$ cat src/rtl/sfpp_pkg.sv
// shared constants and types of the serial flash programming port
package sfpp_pkg;
  localparam int          INSTR_BITS   = 32;
  localparam logic [5:0]  BYTE2_END    = 6'h10;
  localparam logic [5:0]  BYTE3_END    = 6'h18;
  localparam logic [5:0]  INSTR_END    = 6'h20;
  localparam logic [15:0] PE_HEAD      = 16'hAC53;
  localparam logic [7:0]  PE_ECHO      = 8'h53;
  localparam logic [7:0]  OP_PREFIX    = 8'hAC;
  localparam logic [7:0]  OP_TIMING    = 8'h5D;
  localparam logic [7:0]  OP_ERASE     = 8'h80;
  localparam logic [7:0]  OP_LOCKW     = 8'hE0;
  localparam logic [7:0]  SUB_MASK     = 8'hE0;
  localparam logic [7:0]  OP_LOAD      = 8'h40;
  localparam logic [7:0]  OP_WRPAGE    = 8'h4C;
  localparam logic [7:0]  OP_READ      = 8'h20;
  localparam logic [7:0]  OP_RDLOCK    = 8'h58;
  localparam logic [7:0]  H_MASK       = 8'hF7;
  localparam int          H_BIT        = 3;
  localparam int          TIM_W        = 6;
  localparam logic [7:0]  BYTE_ERASED  = 8'hFF;
  localparam logic [7:0]  BYTE_ZERO    = 8'h00;
  localparam logic [7:0]  LOCK_RESET   = 8'hFF;
  localparam int          LOCK_RDEN    = 0;
  localparam int          LOCK_SIZE_LO = 1;
  localparam int          LOCK_BOOT    = 4;
  localparam logic [7:0]  PAGE_BYTES   = 8'h80;
  localparam logic [7:0]  BOOT_PAGE    = 8'h00;
  // first protected page per lock size code
  localparam logic [7:0]  TOP_001      = 8'h80;
  localparam logic [7:0]  TOP_010      = 8'hC0;
  localparam logic [7:0]  TOP_011      = 8'hE0;
  localparam logic [7:0]  TOP_100      = 8'hF0;
  localparam logic [7:0]  TOP_101      = 8'hF8;
  localparam logic [7:0]  TOP_110      = 8'hFC;
  // one flash timing tick is 16 clock periods; each timing unit is PAGE_WRITE_UNITS ticks
  localparam int          FLASH_TICK_CYCLES = 16;
  localparam int          DELAY_W      = 24;

  typedef enum logic [2:0] {
    WR_IDLE   = 3'h1,
    WR_STREAM = 3'h2,
    WR_HOLD   = 3'h4
  } sfpp_wr_state_t;
endpackage

$ cat src/rtl/sfpp_page_buf.sv
// 128-byte page buffer with registered read data
`timescale 1ns/1ps
module sfpp_page_buf (
  // clock and reset
  input  wire logic       clk_sys,
  input  wire logic       reset_n,
  // write port
  input  wire logic       wr_en,
  input  wire logic [6:0] wr_addr,
  input  wire logic [7:0] wr_data,
  // read port
  input  wire logic       rd_en,
  input  wire logic [6:0] rd_addr,
  output logic      [7:0] rd_data
);
  typedef struct packed {
    logic [127:0][7:0] mem;
    logic [7:0]        rd;
  } sfpp_buf_st_t;

  sfpp_buf_st_t st_reg;
  sfpp_buf_st_t st_next;

  always_comb begin
    st_next = st_reg;
    if (wr_en) begin
      st_next.mem[wr_addr] = wr_data;
    end
    if (rd_en) begin
      st_next.rd = st_reg.mem[rd_addr];
    end
  end

  always_ff @(posedge clk_sys or negedge reset_n) begin
    if (!reset_n) begin
      st_reg <= '0;
    end else begin
      st_reg <= st_next;
    end
  end

  assign rd_data = st_reg.rd;
endmodule

$ cat src/rtl/sfpp_top.sv
// serial flash programming port: link decoder, page buffer control and flash sequencer
// Notes on behaviour
// - four bytes per instruction, msb first
// - only enable instruction accepted until enabled
// - aligned device echoes 0x53 during byte three
// - unaligned device returns zeros in byte three
// - timing value taken from fourth byte
// - chip erase sets all flash and locks
// - load stores byte at seven bit address
// - write page programs whole buffer to page
// - reads return 0xFF while write busy
// - read returns flash byte in byte four
// - boot lock protects page zero when low
// - lock size protects top flash region
// - read enable low makes reads return zero unless write busy
// - port active only while mode pin low
// - sample on rising, shift on falling edge
// - instructions decoded from first two bytes
// - lock writes are anded with existing locks
`timescale 1ns/1ps
module sfpp_top #(
  parameter int PAGE_WRITE_UNITS = 256
) (
  // clock and reset
  input  wire logic        clk_sys,
  input  wire logic        reset_n,
  // serial link pins
  input  wire logic        program_mode_select_n,
  input  wire logic        sck,
  input  wire logic        si,
  output logic             so,
  // flash macro: erase and read
  output logic             flash_erase_all,
  output logic             flash_rd_en,
  output logic      [14:0] flash_rd_addr,
  input  wire logic [7:0]  flash_rdata,
  // flash macro: page write stream
  output logic             flash_wvalid,
  input  wire logic        flash_wready,
  output logic      [14:0] flash_waddr,
  output logic      [7:0]  flash_wdata,
  // status
  output logic             flash_busy,
  output logic      [7:0]  flash_lock_byte
);
  typedef struct packed {
    logic                        sck_m, sck_s, sck_d, si_m, si_s, program_mode_select_n_m, program_mode_select_n_s;
    logic                        enabled;
    logic [4:0]                  bitcnt;
    logic [31:0]                 shin;
    logic [7:0]                  shout;
    logic                        so;
    logic                        rd_pend;
    logic                        rd_en;
    logic [14:0]                 rd_addr;
    logic                        erase;
    logic [sfpp_pkg::TIM_W-1:0]  flash_timing_value;
    logic [7:0]                  lock;
    sfpp_pkg::sfpp_wr_state_t    state;
    logic [7:0]                  page;
    logic [7:0]                  idx;
    logic                        pend;
    logic [6:0]                  pidx;
    logic [1:0][7:0]             f_dat;
    logic [1:0][6:0]             f_adr;
    logic                        wp, rp;
    logic [1:0]                  cnt;
    logic [sfpp_pkg::DELAY_W-1:0] delay;
  } sfpp_st_t;

  localparam logic [sfpp_pkg::DELAY_W-1:0] HOLD_PER_UNIT =
    sfpp_pkg::DELAY_W'(PAGE_WRITE_UNITS * sfpp_pkg::FLASH_TICK_CYCLES);

  sfpp_st_t    st_reg;
  sfpp_st_t    st_next;
  logic [31:0] sh;
  logic [5:0]  cnt1;
  logic        rise, fall, is_rd24, is_head16, prot_hit;
  logic        buf_we, buf_re, push, pop;
  logic [6:0]  buf_waddr;
  logic [7:0]  buf_wdata, buf_rdata;

  // write protection per page from lock byte
  function automatic logic page_locked(input logic [7:0] pg, input logic [7:0] lk);
    logic [2:0] sz;
    logic       top;
    sz  = lk[sfpp_pkg::LOCK_SIZE_LO +: 3];
    top = 1'b0;
    case (sz)
      3'h0:    top = 1'b1;
      3'h1:    top = (pg >= sfpp_pkg::TOP_001);
      3'h2:    top = (pg >= sfpp_pkg::TOP_010);
      3'h3:    top = (pg >= sfpp_pkg::TOP_011);
      3'h4:    top = (pg >= sfpp_pkg::TOP_100);
      3'h5:    top = (pg >= sfpp_pkg::TOP_101);
      3'h6:    top = (pg >= sfpp_pkg::TOP_110);
      default: top = 1'b0;
    endcase
    page_locked = top || (pg == sfpp_pkg::BOOT_PAGE && !lk[sfpp_pkg::LOCK_BOOT]);
  endfunction

  sfpp_page_buf u_buf (
    .clk_sys (clk_sys),
    .reset_n (reset_n),
    .wr_en   (buf_we),
    .wr_addr (buf_waddr),
    .wr_data (buf_wdata),
    .rd_en   (buf_re),
    .rd_addr (st_reg.idx[6:0]),
    .rd_data (buf_rdata)
  );

  always_comb begin
    st_next   = st_reg;
    buf_we    = 1'b0;
    buf_waddr = '0;
    buf_wdata = '0;
    st_next.erase = 1'b0;
    st_next.rd_en = 1'b0;
    // two-stage synchronisers on pins
    st_next.sck_m  = sck;
    st_next.sck_s  = st_reg.sck_m;
    st_next.sck_d  = st_reg.sck_s;
    st_next.si_m   = si;
    st_next.si_s   = st_reg.si_m;
    st_next.program_mode_select_n_m = program_mode_select_n;
    st_next.program_mode_select_n_s = st_reg.program_mode_select_n_m;
    rise = st_reg.sck_s && !st_reg.sck_d;
    fall = !st_reg.sck_s && st_reg.sck_d;
    sh   = {st_reg.shin[30:0], st_reg.si_s};
    cnt1 = {1'b0, st_reg.bitcnt} + 6'h01;
    is_head16 = (sh[15:0] == sfpp_pkg::PE_HEAD);
    is_rd24   = ((sh[23:16] & sfpp_pkg::H_MASK) == sfpp_pkg::OP_READ);
    prot_hit  = page_locked(sh[23:16], st_reg.lock);
    if (st_reg.program_mode_select_n_s) begin
      st_next.enabled = 1'b0;
      st_next.bitcnt  = '0;
      st_next.shout   = '0;
      st_next.so      = 1'b0;
      st_next.rd_pend = 1'b0;
    end else if (rise) begin
      st_next.shin   = sh;
      st_next.bitcnt = cnt1[4:0];
      if (cnt1 == sfpp_pkg::BYTE2_END) begin
        st_next.shout = is_head16 ? sfpp_pkg::PE_ECHO : sfpp_pkg::BYTE_ZERO;
      end else if (cnt1 == sfpp_pkg::BYTE3_END) begin
        st_next.shout = sfpp_pkg::BYTE_ZERO;
        if (st_reg.enabled && is_rd24) begin
          if (st_reg.state != sfpp_pkg::WR_IDLE) begin
            st_next.shout = sfpp_pkg::BYTE_ERASED;
          end else if (st_reg.lock[sfpp_pkg::LOCK_RDEN]) begin
            st_next.rd_en   = 1'b1;
            st_next.rd_addr = {sh[15:8], sh[7:2], sh[16 + sfpp_pkg::H_BIT]};
            st_next.rd_pend = 1'b1;
          end
        end else if (st_reg.enabled && sh[23:16] == sfpp_pkg::OP_RDLOCK) begin
          st_next.shout = st_reg.lock;
        end
      end else if (cnt1 == sfpp_pkg::INSTR_END) begin
        if (!st_reg.enabled) begin
          st_next.enabled = (sh[31:16] == sfpp_pkg::PE_HEAD);
        end else if (st_reg.state == sfpp_pkg::WR_IDLE) begin
          if (sh[31:24] == sfpp_pkg::OP_PREFIX) begin
            if (sh[23:16] == sfpp_pkg::OP_TIMING) begin
              st_next.flash_timing_value = sh[sfpp_pkg::TIM_W-1:0];
            end else if ((sh[23:16] & sfpp_pkg::SUB_MASK) == sfpp_pkg::OP_ERASE) begin
              st_next.erase = 1'b1;
              st_next.lock  = sfpp_pkg::LOCK_RESET;
            end else if ((sh[23:16] & sfpp_pkg::SUB_MASK) == sfpp_pkg::OP_LOCKW) begin
              st_next.lock = st_reg.lock & sh[7:0];
            end
          end else if ((sh[31:24] & sfpp_pkg::H_MASK) == sfpp_pkg::OP_LOAD) begin
            buf_we    = 1'b1;
            buf_waddr = {sh[15:10], sh[24 + sfpp_pkg::H_BIT]};
            buf_wdata = sh[7:0];
          end else if (sh[31:24] == sfpp_pkg::OP_WRPAGE && !prot_hit) begin
            st_next.state = sfpp_pkg::WR_STREAM;
            st_next.page  = sh[23:16];
            st_next.idx   = '0;
          end
        end
      end
    end else if (fall) begin
      st_next.so    = st_reg.shout[7];
      st_next.shout = {st_reg.shout[6:0], 1'b0};
    end
    if (st_reg.rd_pend && !st_reg.program_mode_select_n_s) begin
      st_next.rd_pend = 1'b0;
      st_next.shout   = flash_rdata;
    end
    // page stream through the two-entry buffer
    pop    = (st_reg.cnt != 2'h0) && flash_wready;
    push   = st_reg.pend;
    buf_re = (st_reg.state == sfpp_pkg::WR_STREAM) && (st_reg.idx < sfpp_pkg::PAGE_BYTES) &&
             ({1'b0, st_reg.cnt} + {2'h0, st_reg.pend} < 3'h2);
    st_next.pend = buf_re;
    if (buf_re) begin
      st_next.pidx = st_reg.idx[6:0];
      st_next.idx  = st_reg.idx + 8'h01;
    end
    if (push) begin
      st_next.f_dat[st_reg.wp] = buf_rdata;
      st_next.f_adr[st_reg.wp] = st_reg.pidx;
      st_next.wp = !st_reg.wp;
    end
    if (pop) begin
      st_next.rp = !st_reg.rp;
    end
    st_next.cnt = st_reg.cnt + {1'b0, push} - {1'b0, pop};
    case (st_reg.state)
      sfpp_pkg::WR_IDLE: begin
      end
      sfpp_pkg::WR_STREAM: begin
        if (st_reg.idx == sfpp_pkg::PAGE_BYTES && !st_reg.pend && st_reg.cnt == 2'h0) begin
          st_next.state = sfpp_pkg::WR_HOLD;
          st_next.delay = sfpp_pkg::DELAY_W'(st_reg.flash_timing_value) * HOLD_PER_UNIT;
        end
      end
      sfpp_pkg::WR_HOLD: begin
        if (st_reg.delay <= sfpp_pkg::DELAY_W'(1)) begin
          st_next.state = sfpp_pkg::WR_IDLE;
        end else begin
          st_next.delay = st_reg.delay - sfpp_pkg::DELAY_W'(1);
        end
      end
      default: st_next.state = sfpp_pkg::WR_IDLE;
    endcase
  end

  always_ff @(posedge clk_sys or negedge reset_n) begin
    if (!reset_n) begin
      st_reg        <= '0;
      st_reg.sck_m  <= 1'b0;
      st_reg.program_mode_select_n_m <= 1'b1;
      st_reg.program_mode_select_n_s <= 1'b1;
      st_reg.lock   <= sfpp_pkg::LOCK_RESET;
      st_reg.state  <= sfpp_pkg::WR_IDLE;
    end else begin
      st_reg <= st_next;
    end
  end

  assign so              = st_reg.so;
  assign flash_erase_all = st_reg.erase;
  assign flash_rd_en     = st_reg.rd_en;
  assign flash_rd_addr   = st_reg.rd_addr;
  assign flash_wvalid    = (st_reg.cnt != 2'h0);
  assign flash_waddr     = {st_reg.page, st_reg.f_adr[st_reg.rp]};
  assign flash_wdata     = st_reg.f_dat[st_reg.rp];
  assign flash_busy      = (st_reg.state != sfpp_pkg::WR_IDLE);
  assign flash_lock_byte = st_reg.lock;
endmodule

$ cat config.mk
export PLATFORM = sky130hd
export DESIGN_NAME = sfpp_top
export DESIGN_NICKNAME = d
export VERILOG_FILES = /design/src/rtl/sfpp_pkg.sv /design/src/rtl/sfpp_page_buf.sv /design/src/rtl/sfpp_top.sv
export SDC_FILE = /design/constraint.sdc
export NUM_CORES = 2
export LEC_CHECK = 0
export BUFFER_PORTS_ARGS = -buffer_cell sky130_fd_sc_hd__buf_2
export CAP_MARGIN = 15
export CELL_PAD_IN_SITES_DETAIL_PLACEMENT = 1
export CELL_PAD_IN_SITES_GLOBAL_PLACEMENT = 2
export CORE_MARGIN = 4
export CORE_UTILIZATION = 43
export CTS_BUF_LIST = sky130_fd_sc_hd__clkbuf_16
export DETAILED_ROUTE_END_ITERATION = 10
export PLACE_DENSITY_LB_ADDON = 0.05
export SKIP_LAST_GASP = 1
export SYNTH_ARGS = -nofsm -noshare
export SYNTH_HDL_FRONTEND = slang
export SYNTH_SLANG_ARGS = --single-unit
$ cat constraint.sdc
create_clock -name clk_sys -period 4.6 [get_ports clk_sys]
set_clock_uncertainty 0.1 [all_clocks]
set_input_delay 0.23 -clock clk_sys [delete_from_list [all_inputs] [get_ports clk_sys]]
set_output_delay 0.23 -clock clk_sys [all_outputs]
set_load 0.01 [all_outputs]
==> metrics.md <==
| Metric | Value |
|---|---|
| Tmin final | 3807 ps |
| Share of cells above drive strength 1 | 19.84% |
| RePlAce Congestion | 0.8192 |
| Floorplan die height | 361.3 um |
| Max-slew violation count | 0 |
| Buf/Inv on CP | 1 |
| ANT nets after route | 0 |
| Leakage dissipation | 26.65 nW |
| Pwr Density | 364.3 nW/um2 |
| Fin nets | 4812 |
| Share of the yosys chip area belonging to registers | 56.07% |
| Element type at the critical path end | flop |
| Count of buffers from port buffering | 64 |
| Share of the core filled with cells | 48.83% |
| Yosys synthesis warning count | 0 |
| Area enclosed by the die boundary | 130500 um2 |
| Drt via density | 5.774 |
| Data required time at the worst endpoint | 5100 ps |
| Largest net degree at the start of global routing | 134 |
| Max-slew headroom | 25.51% |
| Post-Route WL | 179000 um |
| Initial core utilization | 43.36% |
| Placed wire-length estimate | 114600 um |
| Share of total power in the clock network | 48.1% |
| Max Fclk | 0.2627 GHz |
| Initial antenna violation count | 8 |
| Share of Yosys cell area claimed by the top area cell type | 55.53% |
| Arrival time at the worst endpoint | 4310 ps |
| Setup repair after global routing missed its margin | no |
| CTS tree | yes |
| Type of element launching the critical path | flop |
| Worst skew pair latency | 770 ps |
| CTS H-tree lvls | 4 |
| Dominant cells by area after synthesis | dfrtp_1 56%, mux4_2 8.9%, o21ai_0 8.2% |
| Most repeated cell in the gate-level netlist after synthesis | dfrtp_1 |
| Total negative slack for setup checks | 0 ps |
| Die span in x | 361.3 um |
| Max_cap viols | 0 |
| Final-layout worst hold slack | -1.500 ps |
| Cell with the largest stage delay on the worst path | dfrtp_4 |
| Final hold violation count | 1 |
| Final number of setup-violating endpoints | 0 |
| Flip-flop count of the largest register, all copies and words added | 1024 |
| Cell family contributing the most delay on the critical path | flip-flops |
| Global-route wire length before repair | 270900 um |
| Clock buffer count from CTS | 142 |
| Status | finished, violations left |
| Internal Pwr Total | 16.83 mW |
| Post-Synthesis Net Count | 4840 |
| Final worst-path cycle share | 82.77% |
| Number of flops mapped to enable cells by yosys | 0 |
| Post-CTS setup buffer count | 0 |
| Most frequent cell on the critical path | mux4_2 |
| Vias in the first global route | 39720 |
| Number of instances in the synthesized netlist | 4819 |
| GRT overflow | 0 |
| Placeable Area | 123800 um2 |
| Overall track demand over capacity in global routing | 27.73% |
| Mapped cell area | 53670 um2 |
| Relative contribution of sequential cells to total power | 48.8% |
| Mean instance size in the synthesized netlist | 11.14 um2 |
| Vias | 37780 |
| Async set-reset flop share out of synthesis | 100.0% |
| Clk sink count | 1202 |
| Number of buffers on the longest clock path | 3 |
| Actual slew at the worst max-slew pin | 1106 ps |
| Number of DRC violations after detailed-routing iteration 0 | 2862 |
| DRC violation count after routing | 0 |
| Classification of the worst setup path | reg2reg |
| Critical path peak fanout | 48 |
| Register bit total from synthesis | 1202 |
| Max stage delay on crit path | 1000 ps |
| Number of distinct library cells after synthesis | 76 |
| IO Count | 65 |
| Combinational power share | 3.1% |
| Switching share of power | 23.57% |
| Sum of internal, switching and leakage power | 22.02 mW |
| Area growth from synthesis to layout | 12.61% |
| Count of TritonRoute iterations in the first routing pass | 5 |
| Maximum resistive drop on vdd | 0.0003676 V |
| Kind of path behind the tightest hold check | in2async |
| DR WL/cell | 27.36 um |
| Synth area leader | dfrtp_1 |
| Post-synth top cells | 1191 x dfrtp_1, 1064 x nand2_1, 876 x o21ai_0 |
| Number of rows in the core area | 129 |
| Switching power of the nets | 5.189 mW |
| Chain of cells forming the critical path | buf_4 > mux4_2 > mux4_2 > o22ai_1 > nor3_1 > a41oi_1 > o21ai_0 |
| Most used flip-flop cell after synthesis | dfrtp_1 |
| Register clock-pin slew on the reported worst setup and hold paths | 60 ps |
| CTS root buf | clkbuf_16 |
| Violated checks | negative hold slack |
-- routing by layer --
metal  vias up  global-route usage (%)  share of wire (%)
met5         -                       0             0.0050
met4         2                   7.137                2.3
met3       248                   4.478                4.9
met2       806                   44.62                 47
met1     19790                   39.55                 46
li1      16940                       -                  -
-- final timing paths --
| kind | end | slack, ps | from | depth (start not counted) |
|---|---|---|---|---|
| hold / removal | st_reg[10] | -2 | reset_n | 2 |
| setup reg to reg | u_buf.rd_data[4] | 790 | st_reg[68] | 7 |
| hold reg to reg | sh[0] | 250 | st_next[166] | 0 |
| max in group asynchronous | sh[3] | 3020 | reset_n | 3 |
| min in group clk_sys | st_reg[118] | 180 | flash_rdata[0] | 4 |
| setup / recovery | u_buf.rd_data[4] | 790 | st_reg[68] | 7 |
-- layout make-up --
| class | instances | area [um2] |
|---|---|---|
| Clock buffer | 150 | 3754 |
| Sequential cell | 1202 | 30110 |
| Inverter | 20 | 76.32 |
| Multi-Input combinational cell | 3178 | 21760 |
| Timing Repair Buffer | 247 | 2120 |
| Tap cell | 1637 | 2048 |
| Clock inverter | 107 | 575.6 |
| Antenna cell | 2 | 5.005 |
| Fill cell | 12950 | 63350 |
-- worst reg2reg max path, delay by kind of cell, from the launching register on --
family / cells / cell delay, ps
multiplexers: 2 / 1030
buffers and inverters: 1 / 530
AO/OA/AOI/OAI: 3 / 860
AND/OR/NAND/NOR: 1 / 140
flip-flops: 1 / 1000
-- metrics by stage --
stage | hold slack, ps | worst slack (ps) | instances | instance area [um2]
final | -1.500 | 792.7 | 6543 | 60440
after global routing | 53.30 | 767.4 | 6541 | 60440
after CTS | 63.91 | 824.1 | 6540 | 60420
after detailed placement | 237.1 | 843.7 | 6267 | 55930
after global placement | 233.7 | 869.5 | 6267 | 55930
after floorplan | -165.6 | 1219 | 4819 | 53670
-- power groups by stage --
stage	combinational, mW	clock [mW]	sequential (mW)
4_1_cts	0.712	10.9	10.7
3_5_place_dp	0.699	0	10.9
3_3_place_gp	0.693	0	10.9
5_1_grt	0.749	11.3	10.7
6_report	0.692	10.6	10.7
2_1_floorplan	0.227	0	10.8
-- repair_timing --
action                    4_1_cts  5_1_grt
hold endpoints to repair      118        0
gates resized for setup         0        0
hold buffers                   16        0
-- cells in the final DEF, fill, tap and decap left out, types with 6 or more instances in the layout --
cell / Yosys / final
dlygate4sd3_1: 0 / 16
o21ai_0: 876 / 876
or3_1: 11 / 11
clkinv_2: 0 / 23
mux2i_1: 128 / 128
dfstp_2: 11 / 11
o21ai_1: 15 / 15
nand3_1: 93 / 93
a22oi_1: 40 / 40
nor3_1: 19 / 19
nand2b_1: 11 / 11
clkinv_1: 4 / 32
nor2_1: 70 / 68
clkbuf_16: 0 / 150
nand4_1: 56 / 56
mux4_2: 212 / 212
ha_1: 7 / 7
a22o_1: 8 / 8
a221oi_1: 9 / 9
mux2_2: 292 / 292
and3_1: 9 / 9
o221ai_1: 6 / 6
and2_1: 8 / 7
o22ai_1: 32 / 32
buf_12: 0 / 30
a31oi_1: 13 / 13
buf_2: 42 / 63
nand2_4: 0 / 8
buf_4: 54 / 137
dfrtp_1: 1191 / 1183
nor2b_1: 16 / 12
a21oi_1: 59 / 59
xor2_1: 16 / 16
nor4_1: 10 / 10
inv_1: 16 / 61
nand2_1: 1064 / 1056
-- logic make-up (layout without fill, tap and decap cells) --
group	count (synthesis)	count (layout)	share of synthesized area, %
buffers and inverters	439	524	3.688
AO/OA/AOI/OAI	1106	1106	11.10
XOR/XNOR	21	21	0.3427
other	0	2	0
flip-flops	1202	1202	56.07
adder cells (fa/ha/maj)	7	7	0.1632
AND/OR/NAND/NOR	1412	1412	11.23
multiplexers	632	632	17.41
Power figures use the tool's default switching activity.
